===== src/verilog/sss_pkg.sv =====
// Shared constants and types for the SPI slave-select synchronised port.
// Assumes both ends run on one 100 MHz system clock with async active-low reset.
package sss_pkg;
    // Mode field of port_control_one, bits 3..0
    localparam logic [3:0] MODE_SLAVE_SELECT = 4'h4;
    localparam logic [3:0] MODE_SLAVE_FREE = 4'h5;
    localparam int MODE_LSB = 0;
    localparam int MODE_MSB = 3;
    // Bit positions inside the controller's own APB registers
    localparam int CTRL_START = 0;
    localparam int CTRL_POLARITY = 1;
    // Register offsets of the controller (byte addresses)
    localparam logic [7:0] OFF_CONTROL = 8'h00;
    localparam logic [7:0] OFF_TXDATA = 8'h04;
    localparam logic [7:0] OFF_RXDATA = 8'h08;
    localparam logic [7:0] OFF_STATUS = 8'h0c;
    localparam logic [7:0] OFF_MASK = 8'h10;
    localparam logic [7:0] OFF_DIVIDE = 8'h14;
    // Values after reset, plus LAST_BIT, the index of a byte's final bit
    localparam logic [7:0] DIVIDE_RESET = 8'h08;
    localparam logic [2:0] BIT_COUNT_RESET = 3'h0;
    localparam logic [2:0] LAST_BIT = 3'h7;
    localparam logic [7:0] BYTE_RESET = 8'h00;
    localparam logic [3:0] MODE_RESET = 4'h0;
    // Controller sequencing states
    typedef enum logic [2:0] {SSS_IDLE, SSS_SELECT, SSS_LOW, SSS_HIGH, SSS_DONE} sss_ctl_state_t;
endpackage : sss_pkg


===== src/verilog/sss_link_if.sv =====
// Link between the SPI master controller and the slave port.
// The bench resolves the slave data wire from its enable; no pull resistor modelled.
`timescale 1ns/1ps
interface sss_link_if;
    logic serialClock; // Serial clock from the master
    logic slaveSelectN; // Slave select, active low
    logic masterOut; // Data from master to slave
    logic slaveOut; // Slave data output value
    logic slaveOutEn; // High while the slave drives its data pin
    logic slaveIn; // Resolved slave data as seen by the master
    modport slave (input serialClock, input slaveSelectN, input masterOut,
        output slaveOut, output slaveOutEn);
    modport master (output serialClock, output slaveSelectN, output masterOut,
        input slaveIn);
endinterface : sss_link_if


===== src/verilog/sss_master_ctl.sv =====
// APB-controlled SPI master that drives clock and select towards the slave port.
// Assumes the slave uses select-controlled mode; divider gives the link clock.
`timescale 1ns/1ps
module sss_master_ctl (
    input wire logic clock, // System clock
    input wire logic nrst, // Async reset, active low
    input wire logic psel, // APB select
    input wire logic penable, // APB enable
    input wire logic pwrite, // APB direction
    input wire logic [7:0] paddr, // APB byte address
    input wire logic [31:0] pwdata, // APB write data
    output logic [31:0] prdata, // APB read data
    output logic pready, // APB ready, always high
    output logic pslverr, // APB error on unmapped address
    output logic irq, // Level interrupt
    sss_link_if.master link // Serial link to the slave
);
    typedef struct packed {
        sss_pkg::sss_ctl_state_t fsm;
        logic [1:0] inSync;
        logic polarity;
        logic [7:0] txData;
        logic [7:0] rxData;
        logic [7:0] divide;
        logic [7:0] count;
        logic [2:0] bitCount;
        logic [7:0] shift;
        logic status;
        logic mask;
        logic sck;
        logic ssN;
        logic mosi;
        logic [31:0] rdata;
        logic err;
    } sss_master_state_t;

    sss_master_state_t state;
    sss_master_state_t next_state;
    logic access;
    logic tick;

    assign access = psel && penable;
    assign tick = (state.count == state.divide);

    always_comb begin
        next_state = state;
        next_state.inSync = {state.inSync[0], link.slaveIn};
        next_state.count = tick ? 8'h00 : state.count + 8'h01;
        next_state.err = 1'b0;
        // Read word is captured in the setup cycle so it stands through the access edge
        if (psel) begin
            next_state.rdata = 32'h0;
            case (paddr)
                sss_pkg::OFF_CONTROL: next_state.rdata = {30'h0, state.polarity,
                    state.fsm != sss_pkg::SSS_IDLE};
                sss_pkg::OFF_TXDATA: next_state.rdata = {24'h0, state.txData};
                sss_pkg::OFF_RXDATA: next_state.rdata = {24'h0, state.rxData};
                sss_pkg::OFF_STATUS: next_state.rdata = {31'h0, state.status};
                sss_pkg::OFF_MASK: next_state.rdata = {31'h0, state.mask};
                sss_pkg::OFF_DIVIDE: next_state.rdata = {24'h0, state.divide};
                default: next_state.err = 1'b1;
            endcase
        end
        // Only a status bit that the reader saw is cleared; a later event survives
        if (access) begin
            if (!pwrite && paddr == sss_pkg::OFF_STATUS && state.rdata[0]) begin
                next_state.status = 1'b0;
            end
            if (pwrite) begin
                case (paddr)
                    sss_pkg::OFF_CONTROL: begin
                        next_state.polarity = pwdata[sss_pkg::CTRL_POLARITY];
                        if (pwdata[sss_pkg::CTRL_START] && state.fsm == sss_pkg::SSS_IDLE) begin
                            next_state.fsm = sss_pkg::SSS_SELECT;
                            next_state.count = 8'h00;
                        end
                    end
                    sss_pkg::OFF_TXDATA: next_state.txData = pwdata[7:0];
                    sss_pkg::OFF_MASK: next_state.mask = pwdata[0];
                    sss_pkg::OFF_DIVIDE: next_state.divide = pwdata[7:0];
                    default: next_state.err = 1'b1;
                endcase
            end
        end
        if (state.fsm == sss_pkg::SSS_IDLE) begin
            next_state.sck = state.polarity;
            next_state.ssN = 1'b1;
        end
        if (tick) begin
            case (state.fsm)
                sss_pkg::SSS_IDLE: ;
                sss_pkg::SSS_SELECT: begin
                    next_state.ssN = 1'b0;
                    next_state.shift = state.txData;
                    next_state.mosi = state.txData[7];
                    next_state.bitCount = sss_pkg::BIT_COUNT_RESET;
                    next_state.fsm = sss_pkg::SSS_LOW;
                end
                sss_pkg::SSS_LOW: begin
                    next_state.sck = !state.polarity;
                    next_state.shift = {state.shift[6:0], state.inSync[1]};
                    next_state.fsm = sss_pkg::SSS_HIGH;
                end
                sss_pkg::SSS_HIGH: begin
                    next_state.sck = state.polarity;
                    next_state.mosi = state.shift[7];
                    next_state.bitCount = state.bitCount + 3'h1;
                    next_state.fsm = (state.bitCount == sss_pkg::LAST_BIT)
                        ? sss_pkg::SSS_DONE : sss_pkg::SSS_LOW;
                end
                sss_pkg::SSS_DONE: begin
                    next_state.ssN = 1'b1;
                    next_state.rxData = state.shift;
                    next_state.status = 1'b1;
                    next_state.fsm = sss_pkg::SSS_IDLE;
                end
                default: next_state.fsm = sss_pkg::SSS_IDLE;
            endcase
        end
    end

    always_ff @(posedge clock or negedge nrst) begin
        if (!nrst) begin
            state <= '0;
            state.divide <= sss_pkg::DIVIDE_RESET;
            state.ssN <= 1'b1;
        end else begin
            state <= next_state;
        end
    end

    assign prdata = state.rdata;
    assign pready = 1'b1;
    assign pslverr = access && (next_state.err);
    assign irq = state.status && state.mask;
    assign link.serialClock = state.sck;
    assign link.slaveSelectN = state.ssN;
    assign link.masterOut = state.mosi;
endmodule : sss_master_ctl


===== src/flat_wrapper.sv =====
// flat-port wrapper written by rule: the top's interface ports become plain ports
module sss_master_ctl_flat 
  (clock, nrst, psel, penable, pwrite, paddr, pwdata, prdata, pready, pslverr, irq, link_serialClock, link_slaveSelectN, link_masterOut, link_slaveIn);
  sss_link_if link_i ();
  input wire logic clock;
  input wire logic nrst;
  input wire logic psel;
  input wire logic penable;
  input wire logic pwrite;
  input wire logic [7:0] paddr;
  input wire logic [31:0] pwdata;
  output logic [31:0] prdata;
  output logic pready;
  output logic pslverr;
  output logic irq;
  output wire logic [$bits(link_i.serialClock)-1:0] link_serialClock;
  output wire logic [$bits(link_i.slaveSelectN)-1:0] link_slaveSelectN;
  output wire logic [$bits(link_i.masterOut)-1:0] link_masterOut;
  input wire logic [$bits(link_i.slaveIn)-1:0] link_slaveIn;
  assign link_serialClock = link_i.serialClock;
  assign link_slaveSelectN = link_i.slaveSelectN;
  assign link_masterOut = link_i.masterOut;
  assign link_i.slaveIn = link_slaveIn;
  sss_master_ctl u_core (.clock(clock), .nrst(nrst), .psel(psel), .penable(penable), .pwrite(pwrite), .paddr(paddr), .pwdata(pwdata), .prdata(prdata), .pready(pready), .pslverr(pslverr), .irq(irq), .link(link_i));
endmodule

===== config.mk =====
export PLATFORM = sky130hd
export DESIGN_NAME = sss_master_ctl_flat
export DESIGN_NICKNAME = d
export VERILOG_FILES = /design/src/verilog/sss_pkg.sv /design/src/verilog/sss_link_if.sv /design/src/verilog/sss_master_ctl.sv /design/src/flat_wrapper.sv
export SDC_FILE = /design/constraint.sdc
export NUM_CORES = 1
export LEC_CHECK = 0
export BUFFER_PORTS_ARGS = -buffer_cell sky130_fd_sc_hd__buf_4
export CAP_MARGIN = 20
export CELL_PAD_IN_SITES_DETAIL_PLACEMENT = 0
export CELL_PAD_IN_SITES_GLOBAL_PLACEMENT = 1
export CORE_ASPECT_RATIO = 1.75
export CORE_MARGIN = 10
export CORE_UTILIZATION = 37
export CTS_BUF_LIST = sky130_fd_sc_hd__clkbuf_16
export CTS_CLUSTER_DIAMETER = 100
export DETAILED_ROUTE_END_ITERATION = 6
export GPL_ROUTABILITY_DRIVEN = 0
export PLACE_DENSITY_LB_ADDON = 0.1
export SLEW_MARGIN = 5
export SYNTH_ARGS = -nofsm -noshare
export SYNTH_HDL_FRONTEND = slang
export SYNTH_SLANG_ARGS = --single-unit

===== constraint.sdc =====
create_clock -name clock -period 2.3 [get_ports clock]
set_clock_uncertainty 0.2 [all_clocks]
set_input_delay 0.46 -clock clock [delete_from_list [all_inputs] [get_ports clock]]
set_output_delay 0.46 -clock clock [all_outputs]
set_load 0.05 [all_outputs]

==> impl_metrics.toml, run 1 <==
[worst_setup_path]
endpoint_kind = "flip-flop"
critPathKind = "flip-flop to flip-flop"
worstPathMaxFanout = 8
r2r_slack_ns = 0.07
start_kind = "flip-flop"
worstPathRequired_ns = 2.31
worstPathArrival_ns = 2.24

[sta]
period_minus_slack_ns = 2.228
finalCritPeriodShare_pct = 96.86
hold_viol = 0
max_freq_ghz = 0.4489
tightest_slew_ns = 0.5531
setup_viol_count_final = 0
relSlewSlack_pct = 62.61
finalMaxSlewViolations = 0
rsz0062_at_grt = "no"

[global_routing]
grt_max_degree = 34
grt_pass1_wl_mm = 12.01
grt_overflow = 0
antenna_found_initial = 0
grt_use_total_pct = 11.35
first_global_vias = 2370

[clock_tree]
clk_pin_slew_ns = 0.05
worstSkewPairLatency_ns = 0.32
numClockSinks = 62
cts_buffers = 9
cts_root_buf = "clkbuf_16"
cts_tree = "done"
clk_path_buf_depth = 2
ctsHtreeMaxLevel = 3

[logic_synthesis]
synth_area_leader_cell = "dfrtp_1"
synth_flop_cell = "dfrtp_1"
syn_inst = 290
avgSynthCellArea_um2 = 11.46
yosysWarnings = 0
yosysMostFrequentCell = "dfrtp_1"
synth-edff-count = 0
synth-seq-cells = 62
yosysSeqAreaShare_pct = 46.74
async_flop_share_pct = 100.0
synthesis.area_mm2 = 0.003324
synth_common_cells = "60 x dfrtp_1, 43 x mux2_2, 33 x buf_4"
yosys.area.top_type_share_pct = 45.16
synth_area_leaders = "dfrtp_1 45%, mux2_2 15%, buf_4 7.5%"
yosysUniqueCellTypes = 51

[min_path]
holdCritPathClass = "input pin to flip-flop"

[power_and_ir_drop]
vdd_drop_max_uv = 709.7
power_density_mw_per_mm2 = 1017
p_total_mw = 4.062
power_leakage_nw = 1.963

[route]
postRouteWirelength_mm = 7.235
avgRoutedWirePerCell_um = 15.94
firstDrtPassIters = 5
num_vias = 2180
final_antenna_net_count = 0
route.detailed.drc = 0
drt_iter0_drc = 103
vias_per_cell = 4.802

[die]
core_area_mm2 = 0.008727
start_util_pct = 38.09
ios = 84
die_h_um = 145.4
die_area_mm2 = 0.01333
num_rows = 45
die_x_um = 91.66

[finish]
area_growth_pct = 20.14
drive_above_1_share_pct = 37.09
n_fill_cell = 841
finalInstanceArea_mm2 = 0.003994
nets = 381
num_antenna_cells = 0

[run]
maxCapViolations = 0

[placement]
place_area_mm2 = 0.003672
hpwlAfterDp_mm = 5.663
port_buffers = 34

[status]
status = "complete, no violations"
[layout by cell type (no fill, tap or decap), types with 4 or more instances in the layout]
cell type,instances
xnor2_1,4
conb_1,25
nand4_1,6
dfrtp_1,60
clkbuf_16,9
a22oi_1,8
mux2_4,8
nor2_1,16
buf_4,51
mux2_2,43
o22ai_1,7
nand2_1,12
nand3_1,7
xor2_1,11
and3_1,4
inv_1,13
[path summary, 6_finish.rpt]
kind                                                      start                         endpoint  cells after the start
worst max-delay path               u_core.state[58]$_DFFE_PN0P_     u_core.state[38]$_DFFE_PN0P_                      5
worst min-delay path                               link_slaveIn  u_core.next_state[83]$_DFF_PN0_                      1
worst max register to register     u_core.state[58]$_DFFE_PN0P_     u_core.state[38]$_DFFE_PN0P_                      5
worst min register to register  u_core.next_state[83]$_DFF_PN0_       u_core.state[83]$_DFF_PN0_                      0
max in group asynchronous                                  nrst     u_core.state[72]$_DFFE_PN0P_                      3
min in group asynchronous                                  nrst  u_core.next_state[83]$_DFF_PN0_                      2
[through the flow]
step | hold slack (ns) | util (%) | setup TNS (ns) | worst slack, ns | cells
after CTS | 0.02597 | 45.75 | 0 | 0.008094 | 455
after global routing | 0.02538 | 45.76 | 0 | 0.005775 | 454
after global placement | 0.1327 | 42.08 | -0.5631 | -0.07147 | 438
after detailed placement | 0.1451 | 42.08 | -1.098 | -0.1146 | 438
after floorplan | -0.03559 | - | 0 | 0.09025 | 313
final | 0.04022 | 45.76 | 0 | 0.07224 | 454
[final cells by class]
| class | instances | area (um2) | area share, % |
|---|---|---|---|
| tap | 117 | 146.4 | 3.665 |
| inverter | 11 | 41.29 | 1.034 |
| clock inverter | 7 | 81.33 | 2.036 |
| clock buffer | 9 | 225.2 | 5.639 |
| multi-input combinational | 195 | 1533 | 38.38 |
| timing repair buffer | 53 | 412.9 | 10.34 |
| sequential | 62 | 1554 | 38.91 |
[timing repair]
action / in CTS / in global routing
pin swaps: 2 / 2
gates resized for setup: 1 / 2
setup endpoints to repair: 1 / 18
hold buffers: 1 / 0
endpoints found under the hold margin: 30 / 0
buffers inserted: 0 / 0
[logic make-up after synthesis]
logic type	after synthesis	share of synthesized area, %
xor+xnor	15	3.952
buf+inv	56	10.31
compound gates	34	7.263
fa+ha+maj	3	1.129
simple gates	65	11.59
mux	53	18.78
other cells	2	0.2259
flops	62	46.74
[critical path, cell delays in order (launching register included)]
cell     delay, ns
dfrtp_1       0.40
xor2_1        0.19
nor4_4        0.36
nand4_4       0.14
or3_4         0.49
mux2_4        0.33
[routing by layer]
| metal | vias up | GRT usage (%) | share of wire [%] |
|---|---|---|---|
| met5 | - | 0 | 0 |
| met4 | 0 | 4.646 | 1.3 |
| met3 | 8 | 4.023 | 5.5 |
| met2 | 50 | 19.81 | 55 |
| met1 | 1064 | 11.92 | 38 |
| li1 | 1058 | - | - |
[where the power goes]
part / total (mW) / switching [mW] / internal [mW]
Sequential: 1.38 / 0.132 / 1.25
Combinational: 1.30 / 0.704 / 0.591
Clock: 1.39 / 0.456 / 0.931
Total: 4.06 / 1.29 / 2.77
[registers in the layout, indices dropped and copies added (netlist names)]
register / cells
u_core.state: 50
u_core.link.serialClock: 1
u_core.link.slaveSelectN: 1
u_core.next_state: 1
u_core.prdata: 8
u_core.link.masterOut: 1
Note: power is estimated with default switching activity, not from simulation.
==> run 2: changes to the inputs <==
--- a/config.mk
+++ b/config.mk
@@ -11,9 +11,10 @@
 export CELL_PAD_IN_SITES_GLOBAL_PLACEMENT = 1
 export CORE_ASPECT_RATIO = 1.75
 export CORE_MARGIN = 10
-export CORE_UTILIZATION = 37
+export CORE_UTILIZATION = 41
 export CTS_BUF_LIST = sky130_fd_sc_hd__clkbuf_16
 export CTS_CLUSTER_DIAMETER = 100
+export CTS_CLUSTER_SIZE = 25
 export DETAILED_ROUTE_END_ITERATION = 6
 export GPL_ROUTABILITY_DRIVEN = 0
 export PLACE_DENSITY_LB_ADDON = 0.1
==> constraint.sdc (replaced) <==
create_clock -name clock -period 2.4 [get_ports clock]
set_clock_uncertainty 0.2 [all_clocks]
set_input_delay 0.48 -clock clock [delete_from_list [all_inputs] [get_ports clock]]
set_output_delay 0.48 -clock clock [all_outputs]
set_load 0.05 [all_outputs]
==> run 2 against run 1 <==
Effect of this change: sequential power is 6% lower; via count is 0.96% lower; first-iteration DRC count is 23% lower; critical path type unchanged; largest power group is now sequential cells.
==> impl_metrics.toml, run 2 (synthesized netlist as in run 1, its figures left out) <==
[die]
ios = 84
num_rows = 43
die_h_um = 139.1
start_util_pct = 42.03
die_area_mm2 = 0.01225
die_x_um = 88.07
core_area_mm2 = 0.007909

[global_routing]
grt_max_degree = 37
first_global_vias = 2368
grt_use_total_pct = 11.97
grt_pass1_wl_mm = 11.59
antenna_found_initial = 0
grt_overflow = 0

[sta]
finalMaxSlewViolations = 0
rsz0062_at_grt = "no"
holdWs_ns = 0.06722
setup_viol_count_final = 0
period_minus_slack_ns = 2.298
hold_viol = 0
max_freq_ghz = 0.4351
finalCritPeriodShare_pct = 95.76
setup_tns_ns = 0

[route]
postRouteWirelength_mm = 7.064
firstDrtPassIters = 4
route.detailed.drc = 0
drt_iter0_drc = 79
final_antenna_net_count = 0
num_vias = 2159
avgRoutedWirePerCell_um = 16.58
vias_per_cell = 5.068

[clock_tree]
clk_pin_slew_ns = 0.05
numClockSinks = 62
ctsHtreeMaxLevel = 3
clk_path_buf_depth = 2
cts_tree = "done"
hold_buffers = 1
worstSkewPairLatency_ns = 0.32
cts_resized = 0
cts_root_buf = "clkbuf_16"
cts_setup_buffers = 0
cts_buffers = 9

[worst_setup_path]
worst-path-stages = 6
endpoint_kind = "flip-flop"
r2r_cells = 6
worstPathRequired_ns = 2.40
cp_slowest_stage_delay_ns = 0.42
crit_end = "u_core.state[40]$_DFFE_PN0P_"
startpoint = "u_core.state[58]$_DFFE_PN0P_"
start_kind = "flip-flop"
r2r_start = "u_core.state[58]$_DFFE_PN0P_"
critPathKind = "flip-flop to flip-flop"
worstPathMaxFanout = 8
cp.buffers_inverters = 1
worst_path_max_delay_cell = "dfrtp_1"
worstPathArrival_ns = 2.30
timing.rr.end = "u_core.state[40]$_DFFE_PN0P_"
r2r_slack_ns = 0.10
cp_top_family = "simple AND/OR/NAND/NOR gates"
cp_cell_sequence = "xor2_1 -> nor4_4 -> nand4_4 -> or3_1 -> buf_4 -> mux2_4"

[finish]
num_antenna_cells = 0
final_cell_mix = "60 x dfrtp_1, 50 x buf_4, 43 x mux2_2"
fin_cells = 426
largest_reg_flops = 50
mostFrequentLayoutCell = "dfrtp_1"
drive_above_1_share_pct = 35.71
nets = 380
area_growth_pct = 17.65
top_register = "u_core.state"

[power_and_ir_drop]
vdd_drop_max_uv = 685.1
power_density_mw_per_mm2 = 957.8
power_leakage_nw = 1.944

[run]
maxCapViolations = 0

[min_path]
holdCritPathClass = "input pin to flip-flop"

[placement]
hpwlAfterDp_mm = 5.458
port_buffers = 34
dp_cells = 409

[status]
status = "complete, no violations"
[run 2: changes by cell type in the layout (fill, tap and decap cells not counted)]
cell | before | now
clkinv_1 | 1 | 2
or3_4 | 1 | 0
or3_1 | 0 | 1
nand3_2 | 0 | 1
nand3_4 | 1 | 0
bufinv_16 | 2 | 1
clkinv_2 | 2 | 0
inv_1 | 13 | 15
buf_4 | 51 | 50
[run 2: report_power, final]
group	total, mW	switching (mW)	internal (mW)	leakage, nW
Combinational	1.25	0.688	0.563	0.968
Sequential	1.30	0.104	1.20	0.827
Clock	1.20	0.416	0.779	0.149
Total	3.75	1.21	2.54	1.94
[run 2: worst min path at each step]
stage / start / to / depth (start not counted)
floorplan: nrst / u_core.link.masterOut$_DFFE_PN0P_ / 0
global placement: u_core.next_state[83]$_DFF_PN0_ / u_core.state[83]$_DFF_PN0_ / 0
detailed placement: u_core.next_state[83]$_DFF_PN0_ / u_core.state[83]$_DFF_PN0_ / 0
CTS: link_slaveIn / u_core.next_state[83]$_DFF_PN0_ / 1
global route: link_slaveIn / u_core.next_state[83]$_DFF_PN0_ / 1
finish: link_slaveIn / u_core.next_state[83]$_DFF_PN0_ / 1
[run 2: layout make-up]
type / instances / area (um2)
flip-flops and latches: 62 / 1554
well taps: 90 / 112.6
multi-input cells: 195 / 1520
inverters: 11 / 41.29
clock buffers: 9 / 225.2
repair buffers: 52 / 405.4
clock inverters: 7 / 52.55
fillers: 764 / 3998
[run 2: metrics by stage]
stage / cell area (um2) / worst slack, ns / power, mW / utilization [%]
after detailed placement: 3623 / 0.1001 / 2.580 / 45.82
after global placement: 3623 / 0.1014 / 2.558 / 45.82
after CTS: 3911 / 0.08776 / 3.803 / 49.45
after floorplan: 3417 / 0.1902 / 2.238 / -
final: 3911 / 0.1019 / 3.746 / 49.45
after global routing: 3911 / 0.02403 / 3.970 / 49.45
[run 2: layer usage]
layer  share of wire [%]  vias up  global-route usage, %
li1                    -     1059                      -
met1                  38     1036                  12.74
met2                  54       54                  21.35
met3                 5.6       10                  2.882
met4                 1.7        0                  4.979
met5                   0        -                      0
==> run 3: changes to the inputs <==
--- a/config.mk
+++ b/config.mk
@@ -11,7 +11,7 @@
 export CELL_PAD_IN_SITES_GLOBAL_PLACEMENT = 1
 export CORE_ASPECT_RATIO = 1.75
 export CORE_MARGIN = 10
-export CORE_UTILIZATION = 41
+export CORE_UTILIZATION = 45
 export CTS_BUF_LIST = sky130_fd_sc_hd__clkbuf_16
 export CTS_CLUSTER_DIAMETER = 100
 export CTS_CLUSTER_SIZE = 25
==> constraint.sdc (replaced) <==
create_clock -name clock -period 2.7 [get_ports clock]
set_clock_uncertainty 0.2 [all_clocks]
set_input_delay 0.54 -clock clock [delete_from_list [all_inputs] [get_ports clock]]
set_output_delay 0.54 -clock clock [all_outputs]
set_load 0.05 [all_outputs]
==> run 3 against run 2 <==
Effect of this change: die area shrank 7.3%; cell count shrank 4.0%; register-to-register slack gained 0.20 ns; core utilization grew 3.4 points; sequential power shrank 8%; first-iteration DRC count shrank 7.6%; wire length shrank 5.5%; total power shrank 14%; clock-buffer cell count is the same; combinational power shrank 23%; setup slack gained 0.20 ns; sequential share of layout area grew 1.2 points; critical path type unchanged; highest routed layer unchanged.
==> impl_metrics.toml, run 3 (synthesized netlist as in run 1, its figures left out) <==
[placement]
dp_slack_ns = 0.3050
port_buffers = 34
hpwlAfterDp_mm = 5.192
place_area_mm2 = 0.003525

[die]
die_x_um = 84.98
core_area_mm2 = 0.007182
die_h_um = 133.7
num_rows = 41
ios = 84
start_util_pct = 46.29
die_area_mm2 = 0.01136

[finish]
top_register = "u_core.state"
finalInstanceArea_mm2 = 0.003795
largest_reg_flops = 50
n_fill_cell = 650
mostFrequentLayoutCell = "dfrtp_1"
area_growth_pct = 14.15
num_antenna_cells = 0
drive_above_1_share_pct = 33.75
nets = 369
final_cell_mix = "60 x dfrtp_1, 43 x mux2_2, 41 x buf_4"

[route]
avgRoutedWirePerCell_um = 16.32
firstDrtPassIters = 6
drt_iter0_drc = 73
num_vias = 2104
final_antenna_net_count = 0
vias_per_cell = 5.144
route.detailed.drc = 0
postRouteWirelength_mm = 6.676

[global_routing]
first_global_vias = 2298
grt_overflow = 0
grt_pass1_wl_mm = 11.27
grt_use_total_pct = 12.38
grt_max_degree = 63
antenna_found_initial = 0

[status]
status = "complete, no violations"

[sta]
period_minus_slack_ns = 2.397
setup_viol_count_final = 0
finalMaxSlewViolations = 0
relSlewSlack_pct = 47.95
hold_viol = 0
max_freq_ghz = 0.4172
tightest_slew_ns = 0.7808
finalCritPeriodShare_pct = 88.77
rsz0062_at_grt = "no"
timing.final.ws_setup_ns = 0.3031
setup_tns_ns = 0

[power_and_ir_drop]
swShare_pct = 32.36
switching_power_mw = 1.040
vdd_drop_max_uv = 488.4
internal_power_mw = 2.175
power_leakage_nw = 1.876
p_clk_share_pct = 32.7
power_density_mw_per_mm2 = 847.3
pwr-share-comb_pct = 30.0
power_frac_seq_pct = 37.3

[clock_tree]
cts_buffers = 9
hold_buffers = 0
ctsHtreeMaxLevel = 3
clk_path_buf_depth = 2
cts_setup_buffers = 0
cts_tree = "done"
clk_pin_slew_ns = 0.05
worstSkewPairLatency_ns = 0.32
numClockSinks = 62
cts_root_buf = "clkbuf_16"
cts_resized = 0

[worst_setup_path]
endpoint_kind = "flip-flop"
worstPathArrival_ns = 2.40
worstPathRequired_ns = 2.71
worstPathMaxFanout = 8
critPathKind = "flip-flop to flip-flop"
start_kind = "flip-flop"

[min_path]
holdCritPathClass = "input pin to async pin"

[run]
maxCapViolations = 0
## run 3: routing by layer
| layer | routed length, um | part of all wire [%] | GRT usage (%) | vias to the layer above |
|---|---|---|---|---|
| li1 | - | - | - | 1037 |
| met1 | 2571 | 39 | 12.97 | 1022 |
| met2 | 3642 | 55 | 21.03 | 39 |
| met3 | 361 | 5.4 | 4.579 | 6 |
| met4 | 102 | 1.5 | 6.066 | 0 |
| met5 | 0 | 0 | 0 | - |
## run 3: layout make-up
cell class                      instances  area [um2]  share of cell area (%)
Inverter                               11       41.29                   1.088
Clock buffer                            9       225.2                   5.935
Sequential cell                        62        1554                   40.95
Tap cell                               86       107.6                   2.835
Multi-Input combinational cell        195        1514                   39.89
Timing Repair Buffer                   41       307.8                   8.111
Clock inverter                          5       45.04                   1.187
## run 3: critical path, stage by stage, from the launching register on
cell     delay (ns)
dfrtp_1        0.42
xor2_1         0.20
nor4_4         0.35
nand4_4        0.12
or3_1          0.60
mux2_4         0.38
## run 3: power groups by stage
| stage | sequential (mW) | clock, mW | combinational (mW) |
|---|---|---|---|
| after global routing | 1.22 | 1.13 | 1.07 |
| after global placement | 1.21 | 0 | 0.967 |
| after CTS | 1.20 | 1.09 | 0.984 |
| after detailed placement | 1.21 | 0 | 0.980 |
| after floorplan | 1.20 | 0 | 0.790 |
| final | 1.20 | 1.05 | 0.965 |
## run 3: stage by stage
step / total power, mW / utilization (%) / hold slack (ns) / instances
floorplan: 1.989 / - / 0.04441 / 313
global placement: 2.176 / 49.08 / 0.1323 / 395
detailed placement: 2.192 / 49.08 / 0.1385 / 395
CTS: 3.268 / 52.84 / 0.1123 / 409
global route: 3.411 / 52.84 / 0.1057 / 409
finish: 3.216 / 52.84 / 0.09959 / 409
## run 3: path summary, 6_finish.rpt
path | startpoint | end | slack [ns] | cells past startpoint
worst max-delay path | u_core.state[58]$_DFFE_PN0P_ | u_core.state[43]$_DFFE_PN0P_ | 0.30 | 5
worst min-delay path | nrst | u_core.state[53]$_DFF_PN0_ | 0.1 | 1
worst max register to register | u_core.state[58]$_DFFE_PN0P_ | u_core.state[43]$_DFFE_PN0P_ | 0.30 | 5
worst min register to register | u_core.next_state[83]$_DFF_PN0_ | u_core.state[83]$_DFF_PN0_ | 0.14 | 0
max in group asynchronous | nrst | u_core.next_state[83]$_DFF_PN0_ | 1.69 | 1
min in group clock | link_slaveIn | u_core.next_state[83]$_DFF_PN0_ | 0.13 | 1
